$ cat config.mk
export PLATFORM = sky130hd
export DESIGN_NAME = aostw_top
export DESIGN_NICKNAME = d
export VERILOG_FILES = /design/src/verilog/aostw_pkg.sv /design/src/verilog/aostw_top.sv
export SDC_FILE = /design/constraint.sdc
export NUM_CORES = 1
export LEC_CHECK = 0
export ABC_AREA = 1
export BUFFER_PORTS_ARGS = -buffer_cell sky130_fd_sc_hd__buf_2
export CAP_MARGIN = 20
export CORE_MARGIN = 3
export CORE_UTILIZATION = 25
export DETAILED_ROUTE_END_ITERATION = 12
export PLACE_DENSITY = 0.51
export SLEW_MARGIN = 30
export SYNTH_ARGS = -nofsm -noshare
export SYNTH_HDL_FRONTEND = slang
export SYNTH_SLANG_ARGS = --single-unit
$ cat constraint.sdc
create_clock -name clk_in -period 4.3 [get_ports clk_in]
set_input_delay 0.86 -clock clk_in [delete_from_list [all_inputs] [get_ports clk_in]]
set_output_delay 0.86 -clock clk_in [all_outputs]
set_load 0.01 [all_outputs]
$ cat src/verilog/aostw_pkg.sv
// Constants shared by the always-on sleep timer and its register port
`default_nettype none

package aostw_pkg;

  // ----------------------------------------
  // Register byte addresses
  // ----------------------------------------
  localparam logic [31:0] AOSTW_ADDR_LOAD = 32'h4000d000; // Interval value
  localparam logic [31:0] AOSTW_ADDR_MODE = 32'h4000d004; // Counting mode
  localparam logic [31:0] AOSTW_ADDR_REMAIN = 32'h4000d00c; // Live count
  localparam logic [31:0] AOSTW_ADDR_STAT = 32'h4000d010; // Sticky events
  localparam logic [31:0] AOSTW_ADDR_MASK = 32'h4000d014; // Event mask
  localparam logic [31:0] AOSTW_ADDR_WAKE = 32'h4000e00c; // Wake sources

  // ----------------------------------------
  // Field positions
  // ----------------------------------------
  localparam int AOSTW_MODE_RELOAD_BIT = 0; // 1 = reload, 0 = one-shot
  localparam int AOSTW_STAT_EXPIRE_BIT = 0; // Counter reached zero
  localparam int AOSTW_WAKE_CPU_BIT = 0; // Processor wake allow
  localparam int AOSTW_WAKE_RADIO_BIT = 1; // Radio wake allow
  localparam int AOSTW_WAKE_WIDTH = 8; // Wake register width

  // ----------------------------------------
  // Reset values
  // ----------------------------------------
  localparam logic [31:0] AOSTW_LOAD_RST = 32'h00000000; // Interval
  localparam logic [31:0] AOSTW_REMAIN_RST = 32'h00000000; // Live count
  localparam logic [7:0] AOSTW_WAKE_RST = 8'h00; // No wake sources
  localparam logic AOSTW_MODE_RST = 1'b0; // One-shot
  localparam logic AOSTW_BIT_RST = 1'b0; // Status and mask bits

  // ----------------------------------------
  // Counter states
  // ----------------------------------------
  typedef enum logic {
    AOSTW_ST_IDLE, // Stopped, count holds
    AOSTW_ST_COUNT // Decrementing
  } aostw_state_e;

endpackage

`default_nettype wire

$ cat src/verilog/aostw_top.sv
// Always-on sleep timer: interval down-counter, interrupt and wake control
// Overview of operation
// - Writable 32-bit interval loaded into down-counter
// - Counter decrements; interrupt when it reaches zero
// - Readable count is live in both modes
// - Count read-only, resets zero, writes ignored
// - Wake bit 1 gates radio wake-up
// - Wake bit 0 gates processor wake-up
// - Wake register resets zero, no wake-up
`default_nettype none

module aostw_top
  import aostw_pkg::*;
(
  input wire logic clk_in, // 10 MHz system clock
  input wire logic sys_rst_in, // Synchronous reset, active high
  input wire logic [31:0] reg_addr_in, // Register byte address
  input wire logic [31:0] reg_wdata_in, // Register write data
  input wire logic reg_wr_in, // Write strobe
  input wire logic reg_rd_in, // Read strobe
  output logic [31:0] reg_rdata_out, // Read data, cycle after strobe
  output logic irq_out, // Level interrupt
  output logic cpu_wake_out, // Processor wake pulse
  output logic radio_wake_out // Radio wake pulse
);

  // ----------------------------------------
  // State
  // ----------------------------------------
  aostw_state_e state; // Counter state
  aostw_state_e next_state; // Next counter state
  logic [31:0] interval; // Programmed interval
  logic [31:0] next_interval; // Next interval
  logic [31:0] remain; // Live remaining count
  logic [31:0] next_remain; // Next remaining count
  logic reload_mode; // Reload when set
  logic next_reload_mode; // Next mode
  logic [AOSTW_WAKE_WIDTH-1:0] wake_ctrl; // Wake source enables
  logic [AOSTW_WAKE_WIDTH-1:0] next_wake_ctrl; // Next wake enables
  logic expire_stat; // Sticky expiry status
  logic next_expire_stat; // Next status
  logic expire_mask; // Interrupt mask, 1 = enabled
  logic next_expire_mask; // Next mask
  logic [31:0] next_rdata; // Next read data
  logic next_irq; // Next interrupt level
  logic next_cpu_wake; // Next processor wake
  logic next_radio_wake; // Next radio wake

  // ----------------------------------------
  // Decoded strobes
  // ----------------------------------------
  logic wr_load; // Interval write
  logic wr_mode; // Mode write
  logic wr_stat; // Status clear write
  logic wr_mask; // Mask write
  logic wr_wake; // Wake control write
  logic expire; // Count reaches zero this cycle

  // Address match, used by every write decode
  function automatic logic hit(input logic [31:0] a, input logic [31:0] ref_a);
    hit = (a == ref_a);
  endfunction

  // Write decode
  always_comb begin
    wr_load = reg_wr_in && hit(reg_addr_in, AOSTW_ADDR_LOAD);
    wr_mode = reg_wr_in && hit(reg_addr_in, AOSTW_ADDR_MODE);
    wr_stat = reg_wr_in && hit(reg_addr_in, AOSTW_ADDR_STAT);
    wr_mask = reg_wr_in && hit(reg_addr_in, AOSTW_ADDR_MASK);
    wr_wake = reg_wr_in && hit(reg_addr_in, AOSTW_ADDR_WAKE);
  end

  // ----------------------------------------
  // Counter
  // ----------------------------------------

  // Expiry when the last unit is counted off
  // Deciding on one, not zero, makes status and a zero count appear together
  assign expire = (state == AOSTW_ST_COUNT) && (remain == 32'h00000001);

  // Next counter values
  always_comb begin
    next_state = state;
    next_remain = remain;
    next_interval = interval;
    if (wr_load) begin
      // New interval restarts counting at once
      next_interval = reg_wdata_in;
      next_remain = reg_wdata_in;
      if (reg_wdata_in != 32'h00000000) begin
        next_state = AOSTW_ST_COUNT;
      end else begin
        // Zero interval would never expire
        next_state = AOSTW_ST_IDLE;
      end
    end else if (expire) begin
      if (reload_mode && (interval != 32'h00000000)) begin
        next_remain = interval;
      end else begin
        next_remain = 32'h00000000;
        next_state = AOSTW_ST_IDLE;
      end
    end else if (state == AOSTW_ST_COUNT) begin
      next_remain = remain - 32'h00000001;
    end
  end

  // Counter registers
  // Reset parks the counter idle at zero
  always_ff @(posedge clk_in) begin
    if (sys_rst_in) begin
      state <= AOSTW_ST_IDLE;
      remain <= AOSTW_REMAIN_RST;
      interval <= AOSTW_LOAD_RST;
    end else begin
      state <= next_state;
      remain <= next_remain;
      interval <= next_interval;
    end
  end

  // ----------------------------------------
  // Configuration and events
  // ----------------------------------------

  // Next configuration, status and outputs
  always_comb begin
    next_reload_mode = reload_mode;
    next_wake_ctrl = wake_ctrl;
    next_expire_mask = expire_mask;
    next_expire_stat = expire_stat;
    if (wr_mode) begin
      next_reload_mode = reg_wdata_in[AOSTW_MODE_RELOAD_BIT];
    end
    if (wr_wake) begin
      // Only the two documented enables are kept
      next_wake_ctrl = AOSTW_WAKE_RST;
      next_wake_ctrl[AOSTW_WAKE_CPU_BIT] = reg_wdata_in[AOSTW_WAKE_CPU_BIT];
      next_wake_ctrl[AOSTW_WAKE_RADIO_BIT] = reg_wdata_in[AOSTW_WAKE_RADIO_BIT];
    end
    if (wr_mask) begin
      next_expire_mask = reg_wdata_in[AOSTW_STAT_EXPIRE_BIT];
    end
    // Write one clears; a same-cycle expiry wins
    if (wr_stat && reg_wdata_in[AOSTW_STAT_EXPIRE_BIT]) begin
      next_expire_stat = 1'b0;
    end
    if (expire) begin
      next_expire_stat = 1'b1;
    end
    next_irq = next_expire_stat && next_expire_mask;
    // Wake pulses follow the enables in force at expiry
    next_cpu_wake = expire && wake_ctrl[AOSTW_WAKE_CPU_BIT];
    next_radio_wake = expire && wake_ctrl[AOSTW_WAKE_RADIO_BIT];
  end

  // Configuration registers
  always_ff @(posedge clk_in) begin
    if (sys_rst_in) begin
      reload_mode <= AOSTW_MODE_RST;
      wake_ctrl <= AOSTW_WAKE_RST;
      expire_mask <= AOSTW_BIT_RST;
      expire_stat <= AOSTW_BIT_RST;
      irq_out <= 1'b0;
      cpu_wake_out <= 1'b0;
      radio_wake_out <= 1'b0;
    end else begin
      reload_mode <= next_reload_mode;
      wake_ctrl <= next_wake_ctrl;
      expire_mask <= next_expire_mask;
      expire_stat <= next_expire_stat;
      irq_out <= next_irq;
      cpu_wake_out <= next_cpu_wake;
      radio_wake_out <= next_radio_wake;
    end
  end

  // ----------------------------------------
  // Read port
  // ----------------------------------------

  // Read mux; unmapped addresses and idle cycles give zero
  // Zero off-strobe keeps stale data off the bus
  always_comb begin
    next_rdata = 32'h00000000;
    if (!reg_rd_in) begin
      next_rdata = 32'h00000000;
    end else if (hit(reg_addr_in, AOSTW_ADDR_LOAD)) begin
      next_rdata = interval;
    end else if (hit(reg_addr_in, AOSTW_ADDR_MODE)) begin
      next_rdata[AOSTW_MODE_RELOAD_BIT] = reload_mode;
    end else if (hit(reg_addr_in, AOSTW_ADDR_REMAIN)) begin
      next_rdata = remain;
    end else if (hit(reg_addr_in, AOSTW_ADDR_STAT)) begin
      next_rdata[AOSTW_STAT_EXPIRE_BIT] = expire_stat;
    end else if (hit(reg_addr_in, AOSTW_ADDR_MASK)) begin
      next_rdata[AOSTW_STAT_EXPIRE_BIT] = expire_mask;
    end else if (hit(reg_addr_in, AOSTW_ADDR_WAKE)) begin
      next_rdata[AOSTW_WAKE_WIDTH-1:0] = wake_ctrl;
    end
  end

  // Read data register, valid only the cycle after the strobe
  always_ff @(posedge clk_in) begin
    if (sys_rst_in) begin
      reg_rdata_out <= 32'h00000000;
    end else begin
      reg_rdata_out <= next_rdata;
    end
  end

  // ----------------------------------------
  // Assertions
  // ----------------------------------------

  a_interval_load: assert property (@(posedge clk_in) disable iff (sys_rst_in)
    wr_load |=> (remain == $past(reg_wdata_in)) && (interval == $past(reg_wdata_in)))
    else $error("Interval write did not load counter");

  a_count_down: assert property (@(posedge clk_in) disable iff (sys_rst_in)
    (state == AOSTW_ST_COUNT) && (remain > 32'h00000001) && !wr_load
    |=> remain == $past(remain) - 32'h00000001)
    else $error("Counter did not decrement by one");

  a_expire_flag: assert property (@(posedge clk_in) disable iff (sys_rst_in)
    expire && !wr_mask |=> expire_stat && (irq_out == expire_mask))
    else $error("Expiry did not set status or interrupt");

  a_remain_read: assert property (@(posedge clk_in) disable iff (sys_rst_in)
    reg_rd_in && (reg_addr_in == AOSTW_ADDR_REMAIN) |=> reg_rdata_out == $past(remain))
    else $error("Read of live count wrong");

  a_remain_ro: assert property (@(posedge clk_in) disable iff (sys_rst_in)
    reg_wr_in && (reg_addr_in == AOSTW_ADDR_REMAIN) && (state == AOSTW_ST_IDLE)
    |=> remain == $past(remain))
    else $error("Write changed read-only count");

  a_radio_wake: assert property (@(posedge clk_in) disable iff (sys_rst_in)
    radio_wake_out == ($past(expire) && $past(wake_ctrl[AOSTW_WAKE_RADIO_BIT])))
    else $error("Radio wake not gated by its enable");

  a_cpu_wake: assert property (@(posedge clk_in) disable iff (sys_rst_in)
    cpu_wake_out == ($past(expire) && $past(wake_ctrl[AOSTW_WAKE_CPU_BIT])))
    else $error("Processor wake not gated by its enable");

  a_wake_reset: assert property (@(posedge clk_in)
    sys_rst_in |=> (wake_ctrl == AOSTW_WAKE_RST) && !cpu_wake_out && !radio_wake_out)
    else $error("Wake control not cleared by reset");

  a_oneshot_stop: assert property (@(posedge clk_in) disable iff (sys_rst_in)
    expire && !reload_mode && !wr_load
    |=> (remain == 32'h00000000) && (state == AOSTW_ST_IDLE)
    ##1 ((remain == 32'h00000000) || $past(wr_load)))
    else $error("One-shot did not stop at zero");

  a_reload_go: assert property (@(posedge clk_in) disable iff (sys_rst_in)
    expire && reload_mode && !wr_load && (interval != 32'h00000000)
    |=> (remain == $past(interval)) && (state == AOSTW_ST_COUNT))
    else $error("Reload mode did not reload interval");

  // ----------------------------------------
  // Assertions on status, counter and wake register
  // ----------------------------------------

  // Level interrupt tracks status and mask with no extra delay
  a_irq_level: assert property (@(posedge clk_in) disable iff (sys_rst_in)
    irq_out == (expire_stat && expire_mask))
    else $error("Interrupt level not status and mask");

  // Status stays set until software writes a one to it
  a_stat_sticky: assert property (@(posedge clk_in) disable iff (sys_rst_in)
    expire_stat && !(wr_stat && reg_wdata_in[AOSTW_STAT_EXPIRE_BIT]) |=> expire_stat)
    else $error("Expiry status dropped without a clear");

  // Write one clears status when no expiry competes
  a_stat_clear: assert property (@(posedge clk_in) disable iff (sys_rst_in)
    wr_stat && reg_wdata_in[AOSTW_STAT_EXPIRE_BIT] && !expire |=> !expire_stat)
    else $error("Expiry status not cleared by write one");

  // A running count never sits at zero, so expiry cannot be missed
  a_count_nonzero: assert property (@(posedge clk_in) disable iff (sys_rst_in)
    (state == AOSTW_ST_COUNT) |-> (remain != 32'h00000000))
    else $error("Running counter reached zero without expiry");

  // Writing a zero interval parks the counter
  a_zero_stop: assert property (@(posedge clk_in) disable iff (sys_rst_in)
    wr_load && (reg_wdata_in == 32'h00000000)
    |=> (state == AOSTW_ST_IDLE) && (remain == 32'h00000000))
    else $error("Zero interval did not stop counter");

  // Stopped counter holds until the next interval write
  // This also keeps a finished one-shot at zero
  a_idle_hold: assert property (@(posedge clk_in) disable iff (sys_rst_in)
    (state == AOSTW_ST_IDLE) && !wr_load
    |=> (state == AOSTW_ST_IDLE) && (remain == $past(remain)))
    else $error("Idle counter moved without a load");

  // Spare wake bits never hold a one
  a_wake_spare: assert property (@(posedge clk_in) disable iff (sys_rst_in)
    (wake_ctrl & 8'hfc) == 8'h00)
    else $error("Spare wake control bit set");

endmodule

`default_nettype wire
==> results of run 1 <==
==> cell families after synthesis <==
group / count (synthesis) / share of synthesized area (%)
DFF: 105 / 36.4
adders and majority gates: 2 / 0.433
buffers and inverters: 106 / 7.73
and+or+nand+nor: 553 / 41.3
xor gates and xnor gates: 17 / 2.58
AOI/OAI and AO/OA: 130 / 11.6
==> worst max-delay path, stage by stage (launching register included) <==
cell and delay (ns):
dfxtp_1 0.38, nor2_2 0.22, nand2_1 0.13, nor2_2 0.13, nand2_2 0.08, nor2_4 0.56, inv_1 0.43, nand2_1 0.18
o21ai_0 0.11, a21oi_1 0.16, nor2_1 0.05
==> registers in the layout, summed over array words and instances, names as in the netlist <==
name	cells
interval	32
state	1
expire_stat	1
cpu_wake_out	1
expire_mask	1
irq_out	1
radio_wake_out	1
reg_rdata_out	32
reload_mode	1
remain	32
wake_ctrl	2
==> layer usage <==
| layer | global-route usage (%) | vias to the layer above | routed length (um) |
|---|---|---|---|
| li1 | - | 3096 | - |
| met1 | 21.9 | 2801 | 9460 |
| met2 | 25.6 | 131 | 9020 |
| met3 | 2.46 | 19 | 826 |
| met4 | 3.97 | 0 | 278 |
| met5 | 0 | - | 0 |
==> cells in the final DEF (no fill, tap or decap), types with 2 or more instances in the layout <==
cell type,netlist,layout
a21oi_1,93,93
clkbuf_8,0,2
buf_4,0,8
clkbuf_16,0,9
nand3_2,3,4
or2_2,5,5
nor2_4,6,6
nand2_1,269,269
buf_2,18,102
a21oi_2,2,2
o21ai_0,24,24
inv_2,2,2
clkbuf_1,13,2
inv_1,66,66
or2_0,2,2
nand3_1,92,91
dfxtp_1,105,105
o21ai_1,7,7
nor2_2,12,12
xor2_1,9,9
nor3_2,2,2
nor3_1,5,5
nand2_2,5,5
nand4_1,9,9
xnor2_1,8,8
nor2_1,133,133
nor4_1,9,9
ha_1,2,2
==> area by class of cell <==
class | count | share of cell area, %
multi-input cells | 702 | 47.5
clock buffers | 13 | 3.82
inverters | 68 | 3.75
well taps | 280 | 5.15
clock inverters | 2 | 0.551
repair buffers | 110 | 8.38
flip-flops and latches | 105 | 30.9
==> power by group through the flow <==
stage	clock [mW]	combinational (mW)	sequential [mW]
floorplan	0	0.0264	0.994
global route	0.908	0.0850	0.971
global placement	0	0.0767	0.994
finish	0.859	0.0764	0.972
CTS	0.873	0.0774	0.971
detailed placement	0	0.0772	0.994
==> worst paths after layout <==
kind / start / end / slack, ns / cells past startpoint
worst max-delay path: remain[18] / remain[6] / 1.72 / 10
worst min-delay path: wake_ctrl[1] / radio_wake_out / 0.48 / 2
worst max register to register: remain[18] / remain[6] / 1.72 / 10
worst min register to register: wake_ctrl[1] / radio_wake_out / 0.48 / 2
==> through the flow <==
stage,worst slack (ns),util [%]
2_1_floorplan,2.17,-
3_3_place_gp,1.48,29.3
3_5_place_dp,1.48,29.3
4_1_cts,1.67,30.6
5_1_grt,1.42,30.6
6_report,1.72,30.6
==> flow_metrics.py, run 1 <==
metrics = {
    "outcome": {
        "status": "complete, no violations",
    },
    "sta": {
        "min_period_ns": 2.58,
        "setup_viol": 0,
        "whs_ns": 0.480,
        "period_share_pct": 60.0,
        "drv_slew": 0,
        "rsz0062_at_grt": "no",
        "hold_violations": 0,
        "max_slew_margin_pct": 44.2,
        "tightest_slew_ns": 0.836,
        "finalSetupTns_ns": 0,
        "fmax_mhz": 388,
        "finClkSkew_ns": 0.0141,
    },
    "layout": {
        "drive_gt1_share_pct": 16.2,
        "multiInputGateArea_sq_um": 3230,
        "area_growth_syn_to_layout_pct": 17.9,
        "register_area_sq_um": 2100,
        "fill_cells": 2455,
        "diodes": 0,
        "num-nets-final": 1066,
        "layoutNonFillerInstCount": 1280,
        "design_area_sq_um": 6810,
    },
    "route": {
        "drt_wl_total_um": 19600,
        "viasPerCell": 4.72,
        "wl_per_cell_um": 15.3,
        "vias": 6047,
        "drc": 0,
        "ant_nets": 0,
        "first_pass_iters": 7,
        "drtIter0Drc": 592,
    },
    "grt": {
        "grt_pass1_vias": 5773,
        "grt_usage_pct": 15.7,
        "grt_max_degree": 69,
        "antenna_found_initial": 0,
        "grt_pass1_wl_um": 30900,
        "overflow": 0,
    },
    "cts": {
        "cts_hold_buf": 0,
        "htreeDepth": 3,
        "cts_buffers": 9,
        "worstSkewPairLatency_ns": 0.37,
        "clkSinkCount": 105,
        "cts_resized": 0,
        "cts_root_buffer": "clkbuf_16",
        "cts_tree": "done",
        "cts_max_path_buffers": 2,
        "post-cts-setup-buffers": 0,
        "path_clk_slew_ns": 0.07,
    },
    "setup_path": {
        "crit_arrival_ns": 2.80,
        "worst_setup_path_end_kind": "flop",
        "critPathMaxFanout": 30,
        "critPathKind": "reg -> reg",
        "required_ns": 4.52,
        "start_kind": "flop",
    },
    "pwr": {
        "pwr-share-clk_pct": 45.0,
        "seqPwrFrac_pct": 50.9,
        "ir_drop_mv": 0.160,
        "leakage_nw": 3.12,
        "p_per_area_nw_per_um2": 280,
        "power.total_mw": 1.91,
        "power_frac_comb_pct": 4.0,
        "swShare_pct": 22.3,
        "p_int_mw": 1.48,
        "p_switching_mw": 0.425,
    },
    "synthesis": {
        "ys_ff_latch": 105,
        "ys_seq_area_share_pct": 36.4,
        "syn_nets": 983,
        "synth.area.top_cells": "dfxtp_1 (36%), nand2_1 (17%), nor2_1 (8.6%), a21oi_1 (8.1%), nand3_1 (8.0%)",
        "yosysMostFrequentCell": "nand2_1",
        "synthTopCellsByCount": "nand2_1 (269), nor2_1 (133), dfxtp_1 (105)",
        "async_reset_ff_share_pct": 0,
        "syn_avg_cell_area_sq_um": 6.33,
        "netlist_instances": 913,
        "synth.yosys.warnings": 0,
        "synth.distinct_cells": 33,
        "synthesis.area_sq_um": 5780,
        "synth_top_area_share_pct": 36.4,
        "synth_flop_cell": "dfxtp_1",
        "synth_top_cell_by_area": "dfxtp_1",
        "synth_edf_count": 0,
    },
    "floorplanning": {
        "die_h_um": 158,
        "die-area_sq_um": 25000,
        "initial_core_util_pct": 26.0,
        "die_w_um": 158,
        "rows": 54,
        "io_pins": 103,
        "core-area_sq_um": 22200,
    },
    "place": {
        "hpwl_um": 14500,
        "place_congestion": 0.915,
        "io_buffers": 102,
        "placedCellCount": 1265,
        "postPlaceCellArea_sq_um": 6510,
    },
    "run": {
        "maxCapViolations": 0,
    },
    "worst_hold_path": {
        "hp-class": "reg -> reg",
    },
}
(Power assumes the default switching activity.)
==> run 2: changes to the inputs <==
- ABC_AREA: 1 -> 0
- PLACE_DENSITY: 0.51 -> 0.52
- clock period: 4.3 -> 2.5 ns (I/O delays scaled with it)
==> run 2 against run 1 <==
Net effect:
- largest power group unchanged
- final cell count is 20% lower
- die area decreased by 13%
- utilization is 3.6 points higher
- synthesized area fell by 13%
- global-route usage is 0.41 points higher
- final area decreased by 1.5%
- fmax is 4.6% higher
- via count fell by 15%
==> flow_metrics.py, run 2 <==
metrics = {
    "outcome": {
        "status": "complete, no violations",
    },
    "setup_path": {
        "reg2regPathDepth": 8,
        "start_kind": "flop",
        "cp-endpoint": "remain[1]",
        "crit_arrival_ns": 2.71,
        "rr_endpoint": "remain[1]",
        "critPathMaxFanout": 6,
        "rr_startpoint": "remain[7]",
        "crit_start": "remain[7]",
        "critPathKind": "reg -> reg",
        "required_ns": 2.74,
        "worst_setup_path_end_kind": "flop",
        "ff2ff_setup_slack_ns": 0.03,
    },
    "grt": {
        "grt_usage_pct": 16.2,
        "grt_max_degree": 69,
        "overflow": 0,
        "grt_pass1_vias": 5049,
        "grt_pass1_wl_um": 28100,
        "antenna_found_initial": 0,
    },
    "pwr": {
        "power.total_mw": 3.31,
        "ir_drop_mv": 0.295,
        "p_per_area_nw_per_um2": 494,
        "leakage_nw": 2.79,
    },
    "synthesis": {
        "synthesis.area_sq_um": 5000,
        "syn_nets": 681,
        "synth.yosys.warnings": 0,
        "syn_avg_cell_area_sq_um": 8.19,
        "synthTopCellsByCount": "dfxtp_1 (105), nand2_1 (77), nor2_1 (68)",
        "yosysMostFrequentCell": "dfxtp_1",
        "synth.distinct_cells": 53,
        "synth_edf_count": 0,
        "ys_ff_latch": 105,
        "ys_seq_area_share_pct": 42.0,
        "netlist_instances": 611,
        "synth_flop_cell": "dfxtp_1",
        "synth.area.top_cells": "dfxtp_1 (42%), a22oi_1 (6.0%), nand2_1 (5.8%), nor2_1 (5.1%), a21oi_1 (4.7%)",
        "async_reset_ff_share_pct": 0,
        "synth_top_area_share_pct": 42.0,
        "synth_top_cell_by_area": "dfxtp_1",
    },
    "layout": {
        "design_area_sq_um": 6710,
        "layout_commonest_cell": "dfxtp_1",
        "reg_top3": "interval (32), reg_rdata_out (32), remain (32)",
        "area_growth_syn_to_layout_pct": 34.0,
        "diodes": 0,
        "layoutNonFillerInstCount": 1019,
        "num-nets-final": 819,
        "fill_cells": 2108,
        "drive_gt1_share_pct": 29.7,
        "final_cell_mix": "dfxtp_1 (104), buf_2 (102), nand2_1 (76)",
    },
    "cts": {
        "htreeDepth": 3,
        "cts_tree": "done",
        "cts_root_buffer": "clkbuf_16",
        "path_clk_slew_ns": 0.08,
        "cts_max_path_buffers": 2,
        "worstSkewPairLatency_ns": 0.37,
        "cts_buffers": 9,
        "clkSinkCount": 105,
        "cts_hold_buf": 0,
    },
    "route": {
        "first_pass_iters": 5,
        "drt_wl_total_um": 18000,
        "drc": 0,
        "wl_per_cell_um": 17.7,
        "vias": 5165,
        "viasPerCell": 5.07,
        "ant_nets": 0,
        "drtIter0Drc": 369,
    },
    "floorplanning": {
        "core-area_sq_um": 19600,
        "rows": 51,
        "die_h_um": 147,
        "io_pins": 103,
        "die-area_sq_um": 21800,
        "die_w_um": 147,
        "initial_core_util_pct": 25.5,
    },
    "sta": {
        "tightest_slew_ns": 0.822,
        "max_slew_margin_pct": 45.2,
        "setup_viol": 0,
        "whs_ns": 0.414,
        "hold_violations": 0,
        "fmax_mhz": 405,
        "rsz0062_at_grt": "yes",
        "finClkSkew_ns": 0.0162,
        "drv_slew": 0,
        "min_period_ns": 2.47,
        "period_share_pct": 98.7,
        "finalSetupTns_ns": 0,
    },
    "run": {
        "maxCapViolations": 0,
    },
    "place": {
        "hpwl_um": 12700,
        "placedCellCount": 999,
        "place_congestion": 0.856,
        "postPlaceCellArea_sq_um": 6230,
        "io_buffers": 102,
    },
    "worst_hold_path": {
        "hp-class": "in -> reg",
    },
}
## run 2: worst max-delay path, cell delays in order (launching register included)
cell,delay (ns)
dfxtp_1,0.32
or4_4,0.55
or4_4,0.54
buf_4,0.16
nor3_4,0.20
buf_6,0.17
buf_4,0.11
o211ai_1,0.08
a32o_1,0.22
## run 2: cell families (layout without fill, tap and decap cells)
family	after synthesis	count (layout)	share of synthesized area (%)
adder cells (fa/ha/maj)	2	2	0.500
multiplexers	7	7	1.40
flip-flops	105	105	42.0
XOR/XNOR	22	22	3.85
AO/OA/AOI/OAI	169	169	22.8
buffers and inverters	51	194	4.15
AND/OR/NAND/NOR	255	255	25.3
## run 2: repair_timing
item / CTS / global route
pin swaps: 0 / 3
buffers inserted: 0 / 4
resized for setup: 5 / 23
gates cloned: 0 / 1
endpoints found under the setup margin: 11 / 20
## run 2: worst min-delay path by stage
stage | start | endpoint | slack [ns] | depth (start not counted)
2_1_floorplan | expire_stat | expire_stat | 0.45 | 2
3_3_place_gp | expire_stat | expire_stat | 0.48 | 2
3_5_place_dp | interval[16] | interval[16] | 0.48 | 2
4_1_cts | reg_wdata_in[11] | interval[11] | 0.40 | 3
5_1_grt | reg_wdata_in[20] | interval[20] | 0.42 | 3
6_report | reg_wdata_in[5] | interval[5] | 0.41 | 3
## run 2: power by group
part,internal [mW],switching [mW],leakage [nW]
Sequential,1.67,0.000000000309,0.846
Clock,0.816,0.694,0.146
Combinational,0.0525,0.0800,1.80
## run 2: layer usage
layer,track usage (%),routed length [um]
met1,22.6,8470
met2,24.4,7910
met3,3.99,1250
met4,5.41,368
met5,0,0
## run 2: layout make-up
cell class,count,area [sq um],area share [%]
Clock buffer,10,239,3.56
Clock inverter,6,71.3,1.06
Inverter,7,26.3,0.392
Multi-Input combinational cell,455,2830,42.2
Sequential cell,105,2100,31.4
Tap cell,265,332,4.94
Timing Repair Buffer,171,1110,16.5
## run 2: stage by stage
stage / utilization, % / worst slack [ns]
floorplan: - / 0.0178
global placement: 31.8 / -0.122
detailed placement: 31.8 / -0.212
CTS: 33.5 / -0.00295
global route: 34.2 / -0.0498
finish: 34.2 / 0.0329
==> run 3: changes to the inputs <==
- CELL_PAD_IN_SITES_DETAIL_PLACEMENT: default -> 0
- CELL_PAD_IN_SITES_GLOBAL_PLACEMENT: default -> 2
- PLACE_DENSITY: 0.52 -> 0.74
==> run 3 against run 2 <==
Net effect:
- the run now ends with setup timing left
- sequential power about the same
- wire length rose by 1.8%
- final cell count increased by 0.59%
- non-clock buffer count grew 7
- clock skew decreased by 0.0073 ns
- sequential share of layout area down 0.31 points
- critical path depth down 1
- setup slack worse by 0.038 ns
- critical path type unchanged
- largest cell class unchanged
- largest power group unchanged
==> flow_metrics.py, run 3 (synthesis results as in run 2) <==
metrics = {
    "setup_path": {
        "crit_arrival_ns": 2.78,
        "slowest_delay_ns": 0.57,
        "worstPathCellList": "or4_4, or4_4, or3_4, nor2_8, buf_12, a22oi_2, o22ai_1",
        "worst_setup_path_end_kind": "flop",
        "rr_startpoint": "remain[7]",
        "start_kind": "flop",
        "critPathMaxFanout": 8,
        "required_ns": 2.77,
        "crit_start": "remain[7]",
        "worst_path_most_repeated_cell": "or4_4",
        "critPathKind": "reg -> reg",
        "worst_path_max_delay_cell": "or4_4",
    },
    "grt": {
        "grt_usage_pct": 16.4,
        "overflow": 0,
        "grt_pass1_vias": 5321,
        "antenna_found_initial": 0,
        "grt_max_degree": 69,
        "grt_pass1_wl_um": 28600,
    },
    "sta": {
        "max_slew_margin_pct": 45.6,
        "hold_violations": 0,
        "drv_slew": 0,
        "period_share_pct": 100,
        "rsz0062_at_grt": "yes",
        "fmax_mhz": 399,
        "finClkSkew_ns": 0.00892,
        "tightest_slew_ns": 0.816,
        "min_period_ns": 2.50,
        "setup_viol": 1,
        "whs_ns": 0.405,
        "setup_ws_ns": -0.00460,
    },
    "outcome": {
        "status": "finished with violations",
        "violations": "setup timing",
    },
    "layout": {
        "drive_gt1_share_pct": 31.2,
        "reg_top3": "interval (32), reg_rdata_out (32), remain (32)",
        "layout_commonest_cell": "dfxtp_1",
        "diodes": 0,
        "final_cell_mix": "dfxtp_1 (103), buf_2 (102), nand2_1 (76)",
        "num-nets-final": 826,
        "area_growth_syn_to_layout_pct": 35.4,
    },
    "floorplanning": {
        "die_w_um": 147,
        "core-area_sq_um": 19600,
        "io_pins": 103,
        "initial_core_util_pct": 25.5,
        "die-area_sq_um": 21800,
        "rows": 51,
        "die_h_um": 147,
    },
    "route": {
        "first_pass_iters": 5,
        "drc": 0,
        "wl_per_cell_um": 17.9,
        "ant_nets": 0,
        "viasPerCell": 5.12,
        "drt_wl_total_um": 18300,
        "vias": 5246,
        "drtIter0Drc": 348,
    },
    "cts": {
        "path_clk_slew_ns": 0.08,
        "worstSkewPairLatency_ns": 0.36,
        "cts_buffers": 9,
        "cts_tree": "done",
        "htreeDepth": 3,
        "clkSinkCount": 105,
        "cts_hold_buf": 0,
        "cts_max_path_buffers": 2,
        "cts_root_buffer": "clkbuf_16",
    },
    "place": {
        "place_congestion": 0.895,
        "dp_slack_ns": -0.0956,
        "hpwl_um": 12900,
        "io_buffers": 102,
    },
    "run": {
        "maxCapViolations": 0,
    },
    "pwr": {
        "power.total_mw": 3.25,
        "p_per_area_nw_per_um2": 479,
        "leakage_nw": 2.80,
        "ir_drop_mv": 0.239,
    },
    "worst_hold_path": {
        "hp-class": "in -> reg",
        "worstHoldStart": "reg_wdata_in[27]",
    },
}
==> run 3: metal layers <==
| metal | wire, um | GRT usage [%] | up-vias |
|---|---|---|---|
| met3 | 800 | 2.36 | 27 |
| met1 | 8350 | 21.5 | 2522 |
| met2 | 8800 | 27.2 | 162 |
| met4 | 381 | 6.80 | 0 |
| li1 | - | - | 2535 |
| met5 | 0 | 0 | - |
==> run 3: report_power, final <==
part	switching, mW	leakage, nW	internal (mW)
clock network	0.672	0.135	0.777
registers	0.000000000293	0.846	1.67
logic	0.0779	1.82	0.0525
total	0.750	2.80	2.50
==> run 3: path summary, 6_finish.rpt <==
path,endpoint,slack [ns],cells after the start
max,remain[7],-0.005,7
min,interval[27],0.41,3
min reg2reg,interval[19],0.50,2
max reg2reg,remain[7],-0.005,7
==> run 3: worst max-delay path: cells and delay by family, from the launching register on <==
family                 cells  cell delay [ns]
AO/OA/AOI/OAI              2             0.26
buffers and inverters      1             0.15
flip-flops                 1             0.33
AND/OR/NAND/NOR            4             1.67
==> run 3: area by class of cell <==
type                    instances  area, sq um
fillers                      2057        12800
multi-input cells             455         2850
flip-flops and latches        105         2100
repair buffers                178         1170
well taps                     265          332
clock buffers                   9          225
clock inverters                 6         68.8
inverters                       7         26.3
==> run 3: per-stage QoR <==
step / area, sq um / cells / util, % / setup TNS, ns
finish: 6780 / 1025 / 34.6 / -0.00460
global route: 6780 / 1025 / 34.6 / -0.541
CTS: 6590 / 1020 / 33.6 / -0.0117
detailed placement: 6270 / 1005 / 32.0 / -0.554
global placement: 6270 / 1005 / 32.0 / -0.164
floorplan: 5000 / 611 / - / 0
==> run 3: timing repair <==
action | in CTS | in global routing
pin swaps | 0 | 10
endpoints found under the setup margin | 16 | 25
buffers inserted | 0 | 4
gates resized for setup | 4 | 33
gates cloned | 0 | 1
